[src/pkg/cefu_defines.svh]
// Constants of the event flag unit: flag slots, timing, register map.
// Assumes a 32-bit AXI4-Lite slave with byte addresses.
`ifndef CEFU_DEFINES_SVH
`define CEFU_DEFINES_SVH
`define CEFU_FLAG_ATTENTION 4'h0
`define CEFU_FLAG_MATCH_BASE 4'h1
`define CEFU_FLAG_FIFO_WRAP 4'h4
`define CEFU_FLAG_INTERRUPT 4'h5
`define CEFU_FLAG_PIN_MATCH 4'h6
`define CEFU_FLAG_QUEUE_EMPTY 4'h7
`define CEFU_FLAG_SELECT_BASE 4'h8
`define CEFU_FLAG_STREAM_BASE 4'hc
`define CEFU_JUMP_EXTRA 2'h2
`define CEFU_SEL_CFG_W 9
`define CEFU_SEL_MODE_HI 8
`define CEFU_SEL_MODE_LO 6
`define CEFU_REG_STATUS 8'h00
`define CEFU_REG_MASK 8'h04
`define CEFU_REG_FLAGS 8'h08
`define CEFU_REG_UNIT 8'h0c
`define CEFU_RESP_OKAY 2'h0
`define CEFU_RESP_SLVERR 2'h2
`define CEFU_ZERO32 32'h0000_0000
`endif

[src/pkg/cefu_pkg.sv]
// Types shared by the event flag unit.
// Assumes the defines header is not needed here.
package cefu_pkg;
  typedef enum logic [3:0] {
    OP_ADVANCE_TARGET,
    OP_STROBE_ATTENTION,
    OP_JUMP_IF_SET,
    OP_JUMP_IF_CLEAR,
    OP_POLL_CLEAR,
    OP_SET_PIN_MATCH,
    OP_CONFIG_SELECT,
    OP_PREFIX_Q,
    OP_WAIT_CLEAR,
    OP_NONE
  } cefu_op_type;
  typedef struct packed {
    cefu_op_type op;
    logic [3:0] sel;
    logic [31:0] d;
    logic [31:0] s;
    logic write_carry_flag;
    logic write_zero_flag;
    logic c_in;
    logic z_in;
  } cefu_cmd_type;
  typedef struct packed {
    logic [31:0] result;
    logic wr_d;
    logic jump;
    logic [31:0] target;
    logic wr_c;
    logic c;
    logic wr_z;
    logic z;
  } cefu_rsp_type;
  typedef enum logic [1:0] {
    ST_IDLE,
    ST_JUMP,
    ST_WAIT
  } cefu_state_type;
endpackage
[src/logic/cefu_sel_evt.sv]
// Selectable event detector on one pin of the 64-bit input bus.
// Assumes pins are synchronous to sys_clk.
`include "cefu_defines.svh"
`timescale 1ns/1ps
`default_nettype none
module cefu_sel_evt (
  // Clock, reset and enable
  input wire logic sys_clk,
  input wire logic rst,
  input wire logic ce,
  // Configuration and pins
  input wire logic [`CEFU_SEL_CFG_W-1:0] cfg,
  input wire logic [63:0] pins,
  // Registered event hit: a pulse in edge modes, a level in modes 4 and 5
  output logic hit_q
);
  logic [2:0] mode;
  logic level;
  logic prev_q;
  logic hit_d;
  assign mode = cfg[`CEFU_SEL_MODE_HI:`CEFU_SEL_MODE_LO];
  assign level = pins[cfg[5:0]];
  // Mode 1 rise, 2 fall, 3 edge, 4 high, 5 low, else off
  assign hit_d = (mode == 3'h1) ? (level & ~prev_q) :
                 (mode == 3'h2) ? (~level & prev_q) :
                 (mode == 3'h3) ? (level ^ prev_q) :
                 (mode == 3'h4) ? level :
                 (mode == 3'h5) ? ~level : 1'b0;
  always_ff @(posedge sys_clk or posedge rst) begin
    if (rst) begin
      prev_q <= 1'b0;
      hit_q <= 1'b0;
    end else if (ce) begin
      prev_q <= level;
      hit_q <= hit_d;
    end
  end
endmodule
`default_nettype wire

[src/logic/cefu_top.sv]
// Event flag unit of one processor, with AXI4-Lite status registers.
// Assumes a pipeline that issues one command and takes one response.
// Contract
// [RQ1] Advance target loads D+S, writes it back
// [RQ2] Attention strobe pulses cogs in D mask
// [RQ3] Jump if flag set; two or four clocks
// [RQ4] Jump if flag clear, same timing
// [RQ5] Poll copies flag to C/Z, clears it
// [RQ6] Pin match: C picks port, Z picks compare
// [RQ7] Pin match: D is mask, S is value
// [RQ8] Select config stores D low nine bits
// [RQ9] Wait stalls until flag, then clears it
// [RQ10] Q prefix gives wait timeout, shown in C/Z
// [RQ11] All sixteen flags jump, poll, wait alike
// [RQ12] Counter match sets flag until cleared
// [RQ13] No prefix waits forever; arrival no timeout
`include "cefu_defines.svh"
`timescale 1ns/1ps
`default_nettype none
module cefu_top #(
  parameter int COGS = 16,
  parameter int ADDR_W = 8
) (
  // Clock, reset, enable
  input wire logic sys_clk,
  input wire logic rst,
  input wire logic ce,
  // Command and response
  input wire logic cmd_valid,
  output logic cmd_ready,
  input wire cefu_pkg::cefu_cmd_type cmd,
  output logic rsp_valid,
  output var cefu_pkg::cefu_rsp_type rsp,
  // Event sources and attention strobe output
  input wire logic [31:0] system_counter,
  input wire logic [31:0] pin_input_low_port,
  input wire logic [31:0] pin_input_high_port,
  input wire logic attention_event,
  input wire logic fifo_block_wrap_event,
  input wire logic interrupt_event,
  input wire logic queue_empty_event,
  input wire logic streamer_event_a,
  input wire logic streamer_event_b,
  input wire logic streamer_event_c,
  input wire logic streamer_event_d,
  output logic [COGS-1:0] strobe_cog_attention,
  // AXI4-Lite slave
  input wire logic [ADDR_W-1:0] s_axi_awaddr,
  input wire logic s_axi_awvalid,
  output logic s_axi_awready,
  input wire logic [31:0] s_axi_wdata,
  input wire logic [3:0] s_axi_wstrb,
  input wire logic s_axi_wvalid,
  output logic s_axi_wready,
  output logic [1:0] s_axi_bresp,
  output logic s_axi_bvalid,
  input wire logic s_axi_bready,
  input wire logic [ADDR_W-1:0] s_axi_araddr,
  input wire logic s_axi_arvalid,
  output logic s_axi_arready,
  output logic [31:0] s_axi_rdata,
  output logic [1:0] s_axi_rresp,
  output logic s_axi_rvalid,
  input wire logic s_axi_rready,
  // Interrupt
  output logic irq
);
  initial begin
    if (COGS < 1 || COGS > 16) $error("COGS must be 1 to 16");
    if (ADDR_W < 4 || ADDR_W > 8) $error("ADDR_W must be 4 to 8");
  end

  function automatic logic flag_at(logic [15:0] f, logic [3:0] i);
    return f[i];
  endfunction
  function automatic logic [15:0] one_hot(logic [3:0] i);
    return 16'h0001 << i;
  endfunction

  cefu_pkg::cefu_state_type state_q;
  logic [15:0] flags_q, set_v, clr_v, status_q, mask_q;
  logic [31:0] tgt_q [3];
  logic [31:0] pin_mask_q, pin_value_q, q_val_q;
  logic pin_high_q, pin_ne_q, pin_prev_q, q_armed_q, tmo_en_q;
  logic [`CEFU_SEL_CFG_W-1:0] sel_cfg_q [4];
  logic [3:0] sel_hit;
  logic [1:0] delay_q;
  logic [3:0] wsel_q;
  logic [63:0] pins;
  logic take, flag_now, jump_taken, pin_now, wait_flag, wait_tmo;
  logic wait_done_now, adv_ok;
  logic [31:0] sum;

  assign cmd_ready = (state_q == cefu_pkg::ST_IDLE);
  assign take = cmd_valid & cmd_ready;
  assign flag_now = flag_at(flags_q, cmd.sel);
  assign sum = cmd.d + cmd.s;
  assign adv_ok = (cmd.sel[1:0] != 2'h3);
  assign jump_taken = (cmd.op == cefu_pkg::OP_JUMP_IF_SET) ? flag_now :
                      (cmd.op == cefu_pkg::OP_JUMP_IF_CLEAR) ? ~flag_now :
                      1'b0; // [RQ3] [RQ4] [RQ11]
  assign pins = {pin_input_high_port, pin_input_low_port};
  // Pin match compare, equal or not equal
  assign pin_now = (((pin_high_q ? pin_input_high_port :
                      pin_input_low_port) & pin_mask_q) == pin_value_q)
                   ^ pin_ne_q; // [RQ6] [RQ7]
  assign wait_flag = flag_at(flags_q, wsel_q);
  assign wait_tmo = tmo_en_q & (system_counter == q_val_q); // [RQ10]
  assign wait_done_now = take & (cmd.op == cefu_pkg::OP_WAIT_CLEAR) &
                         flag_now;

  // Selectable event detectors
  genvar gi;
  generate
    for (gi = 0; gi < 4; gi++) begin : g_sel
      cefu_sel_evt u_sel (
        .sys_clk(sys_clk),
        .rst(rst),
        .ce(ce),
        .cfg(sel_cfg_q[gi]),
        .pins(pins),
        .hit_q(sel_hit[gi])
      );
    end
  endgenerate

  // Flag set sources
  always_comb begin
    set_v = 16'h0000;
    set_v[`CEFU_FLAG_ATTENTION] = attention_event;
    for (int i = 0; i < 3; i++) begin
      set_v[`CEFU_FLAG_MATCH_BASE + i] = (system_counter == tgt_q[i]);
    end // [RQ12]
    set_v[`CEFU_FLAG_FIFO_WRAP] = fifo_block_wrap_event;
    set_v[`CEFU_FLAG_INTERRUPT] = interrupt_event;
    set_v[`CEFU_FLAG_PIN_MATCH] = pin_now & ~pin_prev_q;
    set_v[`CEFU_FLAG_QUEUE_EMPTY] = queue_empty_event;
    for (int i = 0; i < 4; i++) begin
      set_v[`CEFU_FLAG_SELECT_BASE + i] = sel_hit[i];
    end
    set_v[`CEFU_FLAG_STREAM_BASE + 0] = streamer_event_a;
    set_v[`CEFU_FLAG_STREAM_BASE + 1] = streamer_event_b;
    set_v[`CEFU_FLAG_STREAM_BASE + 2] = streamer_event_c;
    set_v[`CEFU_FLAG_STREAM_BASE + 3] = streamer_event_d;
  end

  // Flag clears by poll and wait
  always_comb begin
    clr_v = 16'h0000;
    if (take && (cmd.op == cefu_pkg::OP_POLL_CLEAR || wait_done_now)) begin
      clr_v = one_hot(cmd.sel); // [RQ5] [RQ9] [RQ11]
    end
    if (state_q == cefu_pkg::ST_WAIT && wait_flag) begin
      clr_v = one_hot(wsel_q); // [RQ9]
    end
  end

  // Flags: a set in the clear cycle wins
  always_ff @(posedge sys_clk or posedge rst) begin
    if (rst) begin
      flags_q <= 16'h0000;
      pin_prev_q <= 1'b0;
    end else if (ce) begin
      flags_q <= (flags_q & ~clr_v) | set_v; // [RQ12]
      pin_prev_q <= pin_now;
    end
  end

  // Configuration written by commands
  always_ff @(posedge sys_clk or posedge rst) begin
    if (rst) begin
      for (int i = 0; i < 3; i++) tgt_q[i] <= `CEFU_ZERO32;
      for (int i = 0; i < 4; i++) sel_cfg_q[i] <= '0;
      pin_mask_q <= `CEFU_ZERO32;
      pin_value_q <= `CEFU_ZERO32;
      pin_high_q <= 1'b0;
      pin_ne_q <= 1'b0;
      q_val_q <= `CEFU_ZERO32;
      q_armed_q <= 1'b0;
      strobe_cog_attention <= '0;
    end else if (ce) begin
      strobe_cog_attention <= '0;
      if (take) begin
        q_armed_q <= (cmd.op == cefu_pkg::OP_PREFIX_Q);
        unique case (cmd.op)
          cefu_pkg::OP_ADVANCE_TARGET: begin
            if (adv_ok) tgt_q[cmd.sel[1:0]] <= sum; // [RQ1]
          end
          cefu_pkg::OP_STROBE_ATTENTION: begin
            strobe_cog_attention <= cmd.d[COGS-1:0]; // [RQ2]
          end
          cefu_pkg::OP_SET_PIN_MATCH: begin
            pin_high_q <= cmd.c_in; // [RQ6]
            pin_ne_q <= cmd.z_in; // [RQ6]
            pin_mask_q <= cmd.d; // [RQ7]
            pin_value_q <= cmd.s; // [RQ7]
          end
          cefu_pkg::OP_CONFIG_SELECT: begin
            sel_cfg_q[cmd.sel[1:0]] <= cmd.d[`CEFU_SEL_CFG_W-1:0]; // [RQ8]
          end
          cefu_pkg::OP_PREFIX_Q: q_val_q <= cmd.d; // [RQ10]
          default: ;
        endcase
      end
    end
  end

  // Sequencer and response
  always_ff @(posedge sys_clk or posedge rst) begin
    if (rst) begin
      state_q <= cefu_pkg::ST_IDLE;
      rsp_valid <= 1'b0;
      rsp <= '0;
      delay_q <= 2'h0;
      wsel_q <= 4'h0;
      tmo_en_q <= 1'b0;
    end else if (ce) begin
      rsp_valid <= 1'b0;
      unique case (state_q)
        cefu_pkg::ST_IDLE: begin
          if (take) begin
            rsp <= '0;
            rsp.target <= cmd.s;
            rsp.wr_c <= cmd.write_carry_flag;
            rsp.wr_z <= cmd.write_zero_flag;
            if (cmd.op == cefu_pkg::OP_ADVANCE_TARGET) begin
              rsp.result <= sum; // [RQ1]
              rsp.wr_d <= 1'b1;
            end
            if (cmd.op == cefu_pkg::OP_POLL_CLEAR) begin
              rsp.c <= flag_now; // [RQ5]
              rsp.z <= flag_now; // [RQ5]
            end
            if (jump_taken) begin
              rsp.jump <= 1'b1;
              delay_q <= `CEFU_JUMP_EXTRA; // [RQ3] [RQ4]
              state_q <= cefu_pkg::ST_JUMP;
            end else if (cmd.op == cefu_pkg::OP_WAIT_CLEAR && !flag_now) begin
              wsel_q <= cmd.sel;
              tmo_en_q <= q_armed_q; // [RQ13]
              state_q <= cefu_pkg::ST_WAIT; // [RQ9]
            end else begin
              rsp_valid <= 1'b1;
            end
          end
        end
        cefu_pkg::ST_JUMP: begin
          delay_q <= delay_q - 2'h1;
          if (delay_q == 2'h1) begin
            rsp_valid <= 1'b1;
            state_q <= cefu_pkg::ST_IDLE;
          end
        end
        cefu_pkg::ST_WAIT: begin
          if (wait_flag || wait_tmo) begin
            rsp.c <= ~wait_flag; // [RQ10] [RQ13]
            rsp.z <= ~wait_flag; // [RQ10] [RQ13]
            rsp_valid <= 1'b1;
            state_q <= cefu_pkg::ST_IDLE;
          end
        end
        default: state_q <= cefu_pkg::ST_IDLE;
      endcase
    end
  end

  // AXI4-Lite slave
  logic aw_got_q, w_got_q;
  logic [ADDR_W-1:0] awaddr_q;
  logic [31:0] wdata_q;
  logic [3:0] wstrb_q;
  logic do_write, rd_take, rd_status;
  logic [7:0] waddr8, raddr8;
  logic [31:0] rd_word;
  logic [15:0] status_clr;

  assign s_axi_awready = ~aw_got_q & ~s_axi_bvalid;
  assign s_axi_wready = ~w_got_q & ~s_axi_bvalid;
  assign do_write = aw_got_q & w_got_q & ~s_axi_bvalid;
  assign s_axi_arready = ~s_axi_rvalid;
  assign rd_take = s_axi_arvalid & s_axi_arready;
  assign waddr8 = 8'(awaddr_q);
  assign raddr8 = 8'(s_axi_araddr);
  assign rd_status = rd_take & (raddr8 == `CEFU_REG_STATUS);
  assign status_clr = rd_status ? 16'hffff : 16'h0000;
  assign rd_word = (raddr8 == `CEFU_REG_STATUS) ? {16'h0000, status_q} :
                   (raddr8 == `CEFU_REG_MASK) ? {16'h0000, mask_q} :
                   (raddr8 == `CEFU_REG_FLAGS) ? {16'h0000, flags_q} :
                   {28'h000_0000, tmo_en_q, q_armed_q, state_q};
  assign irq = |(status_q & mask_q);

  always_ff @(posedge sys_clk or posedge rst) begin
    if (rst) begin
      aw_got_q <= 1'b0;
      w_got_q <= 1'b0;
      awaddr_q <= '0;
      wdata_q <= `CEFU_ZERO32;
      wstrb_q <= 4'h0;
      s_axi_bvalid <= 1'b0;
      s_axi_bresp <= `CEFU_RESP_OKAY;
      mask_q <= 16'h0000;
    end else if (ce) begin
      if (s_axi_awvalid && s_axi_awready) begin
        aw_got_q <= 1'b1;
        awaddr_q <= s_axi_awaddr;
      end
      if (s_axi_wvalid && s_axi_wready) begin
        w_got_q <= 1'b1;
        wdata_q <= s_axi_wdata;
        wstrb_q <= s_axi_wstrb;
      end
      if (do_write) begin
        aw_got_q <= 1'b0;
        w_got_q <= 1'b0;
        s_axi_bvalid <= 1'b1;
        s_axi_bresp <= `CEFU_RESP_OKAY;
        if (waddr8 == `CEFU_REG_MASK) begin
          if (wstrb_q[0]) mask_q[7:0] <= wdata_q[7:0];
          if (wstrb_q[1]) mask_q[15:8] <= wdata_q[15:8];
        end else if (waddr8 != `CEFU_REG_STATUS &&
                     waddr8 != `CEFU_REG_FLAGS &&
                     waddr8 != `CEFU_REG_UNIT) begin
          s_axi_bresp <= `CEFU_RESP_SLVERR;
        end
      end else if (s_axi_bvalid && s_axi_bready) begin
        s_axi_bvalid <= 1'b0;
      end
    end
  end

  always_ff @(posedge sys_clk or posedge rst) begin
    if (rst) begin
      s_axi_rvalid <= 1'b0;
      s_axi_rdata <= `CEFU_ZERO32;
      s_axi_rresp <= `CEFU_RESP_OKAY;
      status_q <= 16'h0000;
    end else if (ce) begin
      status_q <= (status_q & ~status_clr) | set_v;
      if (rd_take) begin
        s_axi_rvalid <= 1'b1;
        s_axi_rdata <= rd_word;
        s_axi_rresp <= (raddr8 > `CEFU_REG_UNIT || raddr8[1:0] != 2'h0) ?
                       `CEFU_RESP_SLVERR : `CEFU_RESP_OKAY;
      end else if (s_axi_rready) begin
        s_axi_rvalid <= 1'b0;
      end
    end
  end

  logic is_take_adv, is_take_poll;
  assign is_take_adv = take & (cmd.op == cefu_pkg::OP_ADVANCE_TARGET);
  assign is_take_poll = take & (cmd.op == cefu_pkg::OP_POLL_CLEAR);
endmodule
`default_nettype wire

[config.mk]
export PLATFORM = sky130hd
export DESIGN_NAME = cefu_top
export DESIGN_NICKNAME = d
export VERILOG_FILES = /design/src/pkg/cefu_pkg.sv /design/src/logic/cefu_sel_evt.sv /design/src/logic/cefu_top.sv
export VERILOG_INCLUDE_DIRS = /design/src /design/src/pkg
export SDC_FILE = /design/constraint.sdc
export NUM_CORES = 1
export LEC_CHECK = 0
export ABC_AREA = 1
export ABC_CLOCK_PERIOD_IN_PS = 36400
export BUFFER_PORTS_ARGS = -buffer_cell sky130_fd_sc_hd__buf_2
export CAP_MARGIN = 5
export CORE_MARGIN = 2
export CORE_UTILIZATION = 30
export DETAILED_ROUTE_END_ITERATION = 12
export SYNTH_ARGS = -nofsm -noshare
export SYNTH_HDL_FRONTEND = slang
export SYNTH_SLANG_ARGS = --single-unit
[constraint.sdc]
create_clock -name sys_clk -period 36.4 [get_ports sys_clk]
set_input_delay 7.28 -clock sys_clk [delete_from_list [all_inputs] [get_ports sys_clk]]
set_output_delay 7.28 -clock sys_clk [all_outputs]
set_load 0.05 [all_outputs]
==> run_results.csv <==
group,metric,value,unit
finish,fin_nets,3922,
clock_network,clock-sinks,431,
logic_synthesis,ys_async_sr_fraction,100,%
power,ir_drop,34.0,µV
power,leakagePower,14.7,nW
global_routing,grt_max_degree,113,
logic_synthesis,synth-simple-area-share,29.6,%
worst_setup_path,critical_path.slowest_cell,"nor2_4",
worst_setup_path,r2r-start,"state_q[0]",
logic_synthesis,ys_seq_elements,431,
logic_synthesis,synth_warnings,0,
placement,place_congestion,0.936,
power,power,1.69,mW
worst_setup_path,required,36.85,ns
worst_setup_path,crit_top_cell,"buf_4",
timing,post-route-period-util,28.5,%
power,power.density,58.3,nW/µm²
timing,setup_ws,26.01,ns
global_routing,grt_pass1_vias,22700,
timing,maxSlewViolCount,0,
worst_setup_path,end_kind,"flip-flop",
clock_network,cts_tree,"done",
global_routing,grt-ovfl-total,0,
logic_synthesis,synth-main-ff-cell,"dfrtp_1",
logic_synthesis,ys_seq_area_share,43.5,%
timing,finalSetupViolations,0,
job,maxCapViolCount,0,
detailed_routing,wl,91400,µm
worst_setup_path,crit_chain,"buf_2 > buf_4 > inv_1 > buf_4 > nor2_4 > inv_4 > buf_4 > nor3_4 > buf_4 > inv_2 > nand2_1 > o21ai_0",
placement,dp_hpwl,70400,µm
worst_hold_path,hp-class,"reg -> reg",
clock_network,post_cts.repair.setup_buffers,0,
die,dieArea,84900,µm²
worst_setup_path,crit_path_max_incr_delay,0.67,ns
timing,max_freq,96.3,MHz
global_routing,track_usage,21.0,%
die,rows,105,
clock_network,cts.path.max_buffers,3,
global_routing,grt_pass1_wl,138000,µm
placement,pre_cts_ws,25.34,ns
detailed_routing,wl_per_cell,19.2,µm
worst_hold_path,holdCritStartpoint,"rsp[3]",
detailed_routing,viasPerCell,5.02,
finish,stdcell_area,29000,µm²
die,dieHeight,291,µm
timing,rsz0062_at_grt,"no",
logic_synthesis,syn-cell-area,24800,µm²
clock_network,clock_latency,0.62,ns
placement,io_buffer_count,334,
timing,slew_headroom,32.4,%
die,fp.coreArea,82000,µm²
worst_setup_path,crit_type,"in -> reg",
timing,tns,0,ns
finish,syn2layout_area_growth,17.2,%
die,die_w,291,µm
detailed_routing,drtAntennaViolNets,0,
run_status,status,"finished clean",
finish,drive_above_1_share,13.8,%
logic_synthesis,synth_edf_count,0,
global_routing,antenna_found_initial,16,
die,start_util,30.2,%
detailed_routing,num_vias,23900,
detailed_routing,drtIter0Drc,2683,
logic_synthesis,synth-compound-area-share,11.8,%
worst_setup_path,timing.reg2reg.setup_slack,32.93,ns
timing,tightest_slew,1.01,ns
timing,min_period,10.39,ns
worst_setup_path,critPathMaxFanout,89,
clock_network,numCtsBuffers,47,
clock_network,cts_htree_levels,2,
logic_synthesis,synthXorXnorAreaFrac,3.82,%
logic_synthesis,muxShareOfSynthArea,1.05,%
die,ios,371,
clock_network,cts_resized,0,
detailed_routing,drc_errors,0,
logic_synthesis,syn_area_per_cell,7.36,µm²
worst_setup_path,start_kind,"input pin",
worst_setup_path,cpLargestDelayFamily,"buffers and inverters",
detailed_routing,dr.pass1.iters,5,
logic_synthesis,netlist_instances,3365,
timing,finClkSkew,0.0380,ns
clock_network,hold_buffers,0,
worst_setup_path,cp-startpoint,"ce",
placement,placed_area,27300,µm²
clock_network,cts_root_buf,"clkbuf_16",
logic_synthesis,synthAdderAreaFrac,2.10,%
timing,finalHoldViolCount,0,
clock_network,clkSlewWorstSetupHoldPaths,0.06,ns
logic_synthesis,synth_top_family_by_area,"simple AND/OR/NAND/NOR gates",
worst_setup_path,arrival,10.84,ns
worst_setup_path,crit_buf_inv,8,
logic_synthesis,ys_types,56,
-- per-stage QoR --
step	utilization, %	hold WS (ns)	std cells
floorplan	-	0.441	3382
global placement	33.3	0.452	4661
detailed placement	33.3	0.458	4661
CTS	35.4	0.474	4749
global route	35.4	0.501	4754
finish	35.4	0.469	4756
-- synthesized netlist by cell type, types with 3 or more instances --
cell type | number | area (µm²)
nand2_1 | 1148 | 4310
dfrtp_1 | 431 | 10800
inv_1 | 335 | 1260
nand3_1 | 331 | 1660
o21ai_0 | 323 | 1620
nor2_1 | 132 | 495
clkbuf_1 | 74 | 278
a21oi_1 | 71 | 355
xor2_1 | 61 | 534
xnor2_1 | 47 | 412
nor3_1 | 44 | 220
buf_2 | 42 | 210
ha_1 | 40 | 500
nand4_1 | 39 | 244
o21ai_1 | 25 | 125
mux2_2 | 23 | 259
buf_4 | 21 | 158
a32o_1 | 20 | 200
o22ai_1 | 18 | 113
o211ai_1 | 15 | 113
a221oi_1 | 11 | 96.3
or2_2 | 11 | 68.8
a211oi_1 | 10 | 75.1
buf_1 | 7 | 26.3
nor2_4 | 7 | 78.8
nor4_1 | 7 | 43.8
inv_2 | 6 | 22.5
o2111ai_1 | 6 | 52.6
a31oi_1 | 5 | 31.3
or2_1 | 5 | 31.3
nand2_2 | 4 | 25.0
nor2_2 | 4 | 25.0
o21bai_1 | 4 | 30.0
buf_6 | 3 | 33.8
clkinv_1 | 3 | 11.3
nand3b_1 | 3 | 22.5
nor3_2 | 3 | 30.0
or2_0 | 3 | 18.8
-- final cells by class --
class | instances | area [µm²]
multi-input cells | 2459 | 12100
well taps | 1070 | 1340
flip-flops and latches | 431 | 10800
clock inverters | 30 | 370
fillers | 8888 | 53000
clock buffers | 58 | 1310
repair buffers | 356 | 1840
inverters | 345 | 1310
diodes | 7 | 17.5
-- logic make-up after synthesis --
family	count (synthesis)
compound gates	523
xor+xnor	108
fa+ha+maj	41
buf+inv	492
flops	431
mux	23
other cells	1
simple gates	1746
-- state kept, by name (all words and copies together) (netlist names), 2 cells and up --
register and cells:
wstrb_q 2, tgt_q 96, s_axi_rdata 16, pin_mask_q 32, rsp 69, wdata_q 16
q_val_q 32, g_sel.u_sel.hit_q 4, status_q 16, wsel_q 4, flags_q 16, delay_q 2
pin_value_q 32, state_q 2, mask_q 16, sel_cfg_q 36, strobe_cog_attention 16, g_sel.u_sel.prev_q 4
awaddr_q 8
-- worst register-to-register path: stages, from the launching register on --
cell and delay [ns]:
dfrtp_1 0.43, nor2_4 0.19, nand2_2 0.12, nor2_4 0.64, inv_4 0.28, buf_4 0.48, nor3_4 0.26, buf_4 0.41
inv_2 0.31, nand2_1 0.12, o21ai_0 0.08
-- report_power, final --
part | total, mW | switching [mW] | leakage [nW] | internal [mW]
clock network | 0.523 | 0.221 | 0.810 | 0.302
logic | 0.522 | 0.367 | 8.40 | 0.155
registers | 0.649 | 0.0699 | 5.50 | 0.579
-- final timing paths --
kind	depth (start not counted)	to
worst max-delay path	12	q_val_q[14]
worst min-delay path	2	rsp[3]
worst max register to register	10	q_val_q[14]
worst min register to register	2	rsp[3]
max in group asynchronous	4	s_axi_bvalid
min in group asynchronous	2	rsp[65]
-- cells in the final DEF (no fill, tap or decap), types with 4 or more instances in the layout --
master	synthesis	final
nor2_2	4	4
clkbuf_16	0	48
inv_1	335	334
o21bai_1	4	4
a21oi_1	71	71
a31oi_1	5	5
conb_1	1	18
mux2_2	23	23
xnor2_1	47	47
nor4_1	7	7
a211oi_1	10	10
nor2_4	7	7
xor2_1	61	61
a221oi_1	11	11
nand3_1	331	331
dfrtp_1	431	431
nor3_1	44	44
clkbuf_8	0	7
inv_2	6	5
nor2_1	132	132
o22ai_1	18	18
nand2_1	1148	1147
o21ai_1	25	25
nand2_2	4	4
ha_1	40	40
buf_4	21	22
diode_2	0	7
o21ai_0	323	323
or2_1	5	5
nand4_1	39	39
o2111ai_1	6	6
clkinv_2	0	12
clkinvlp_4	0	8
a32o_1	20	20
buf_2	42	334
o211ai_1	15	15
or2_2	11	11
bufinv_16	0	6
-- metal layers --
metal | global-route usage (%) | share of wire, % | up-vias | wire length, µm
li1 | - | - | 11400 | -
met4 | 5.68 | 2.5 | 12 | 2270
met1 | 29.6 | 45 | 11400 | 41100
met3 | 4.29 | 8.1 | 131 | 7410
met5 | 0 | 0.092 | - | 84
met2 | 32.7 | 44 | 910 | 40600
Note: power is estimated with default switching activity, not from simulation.
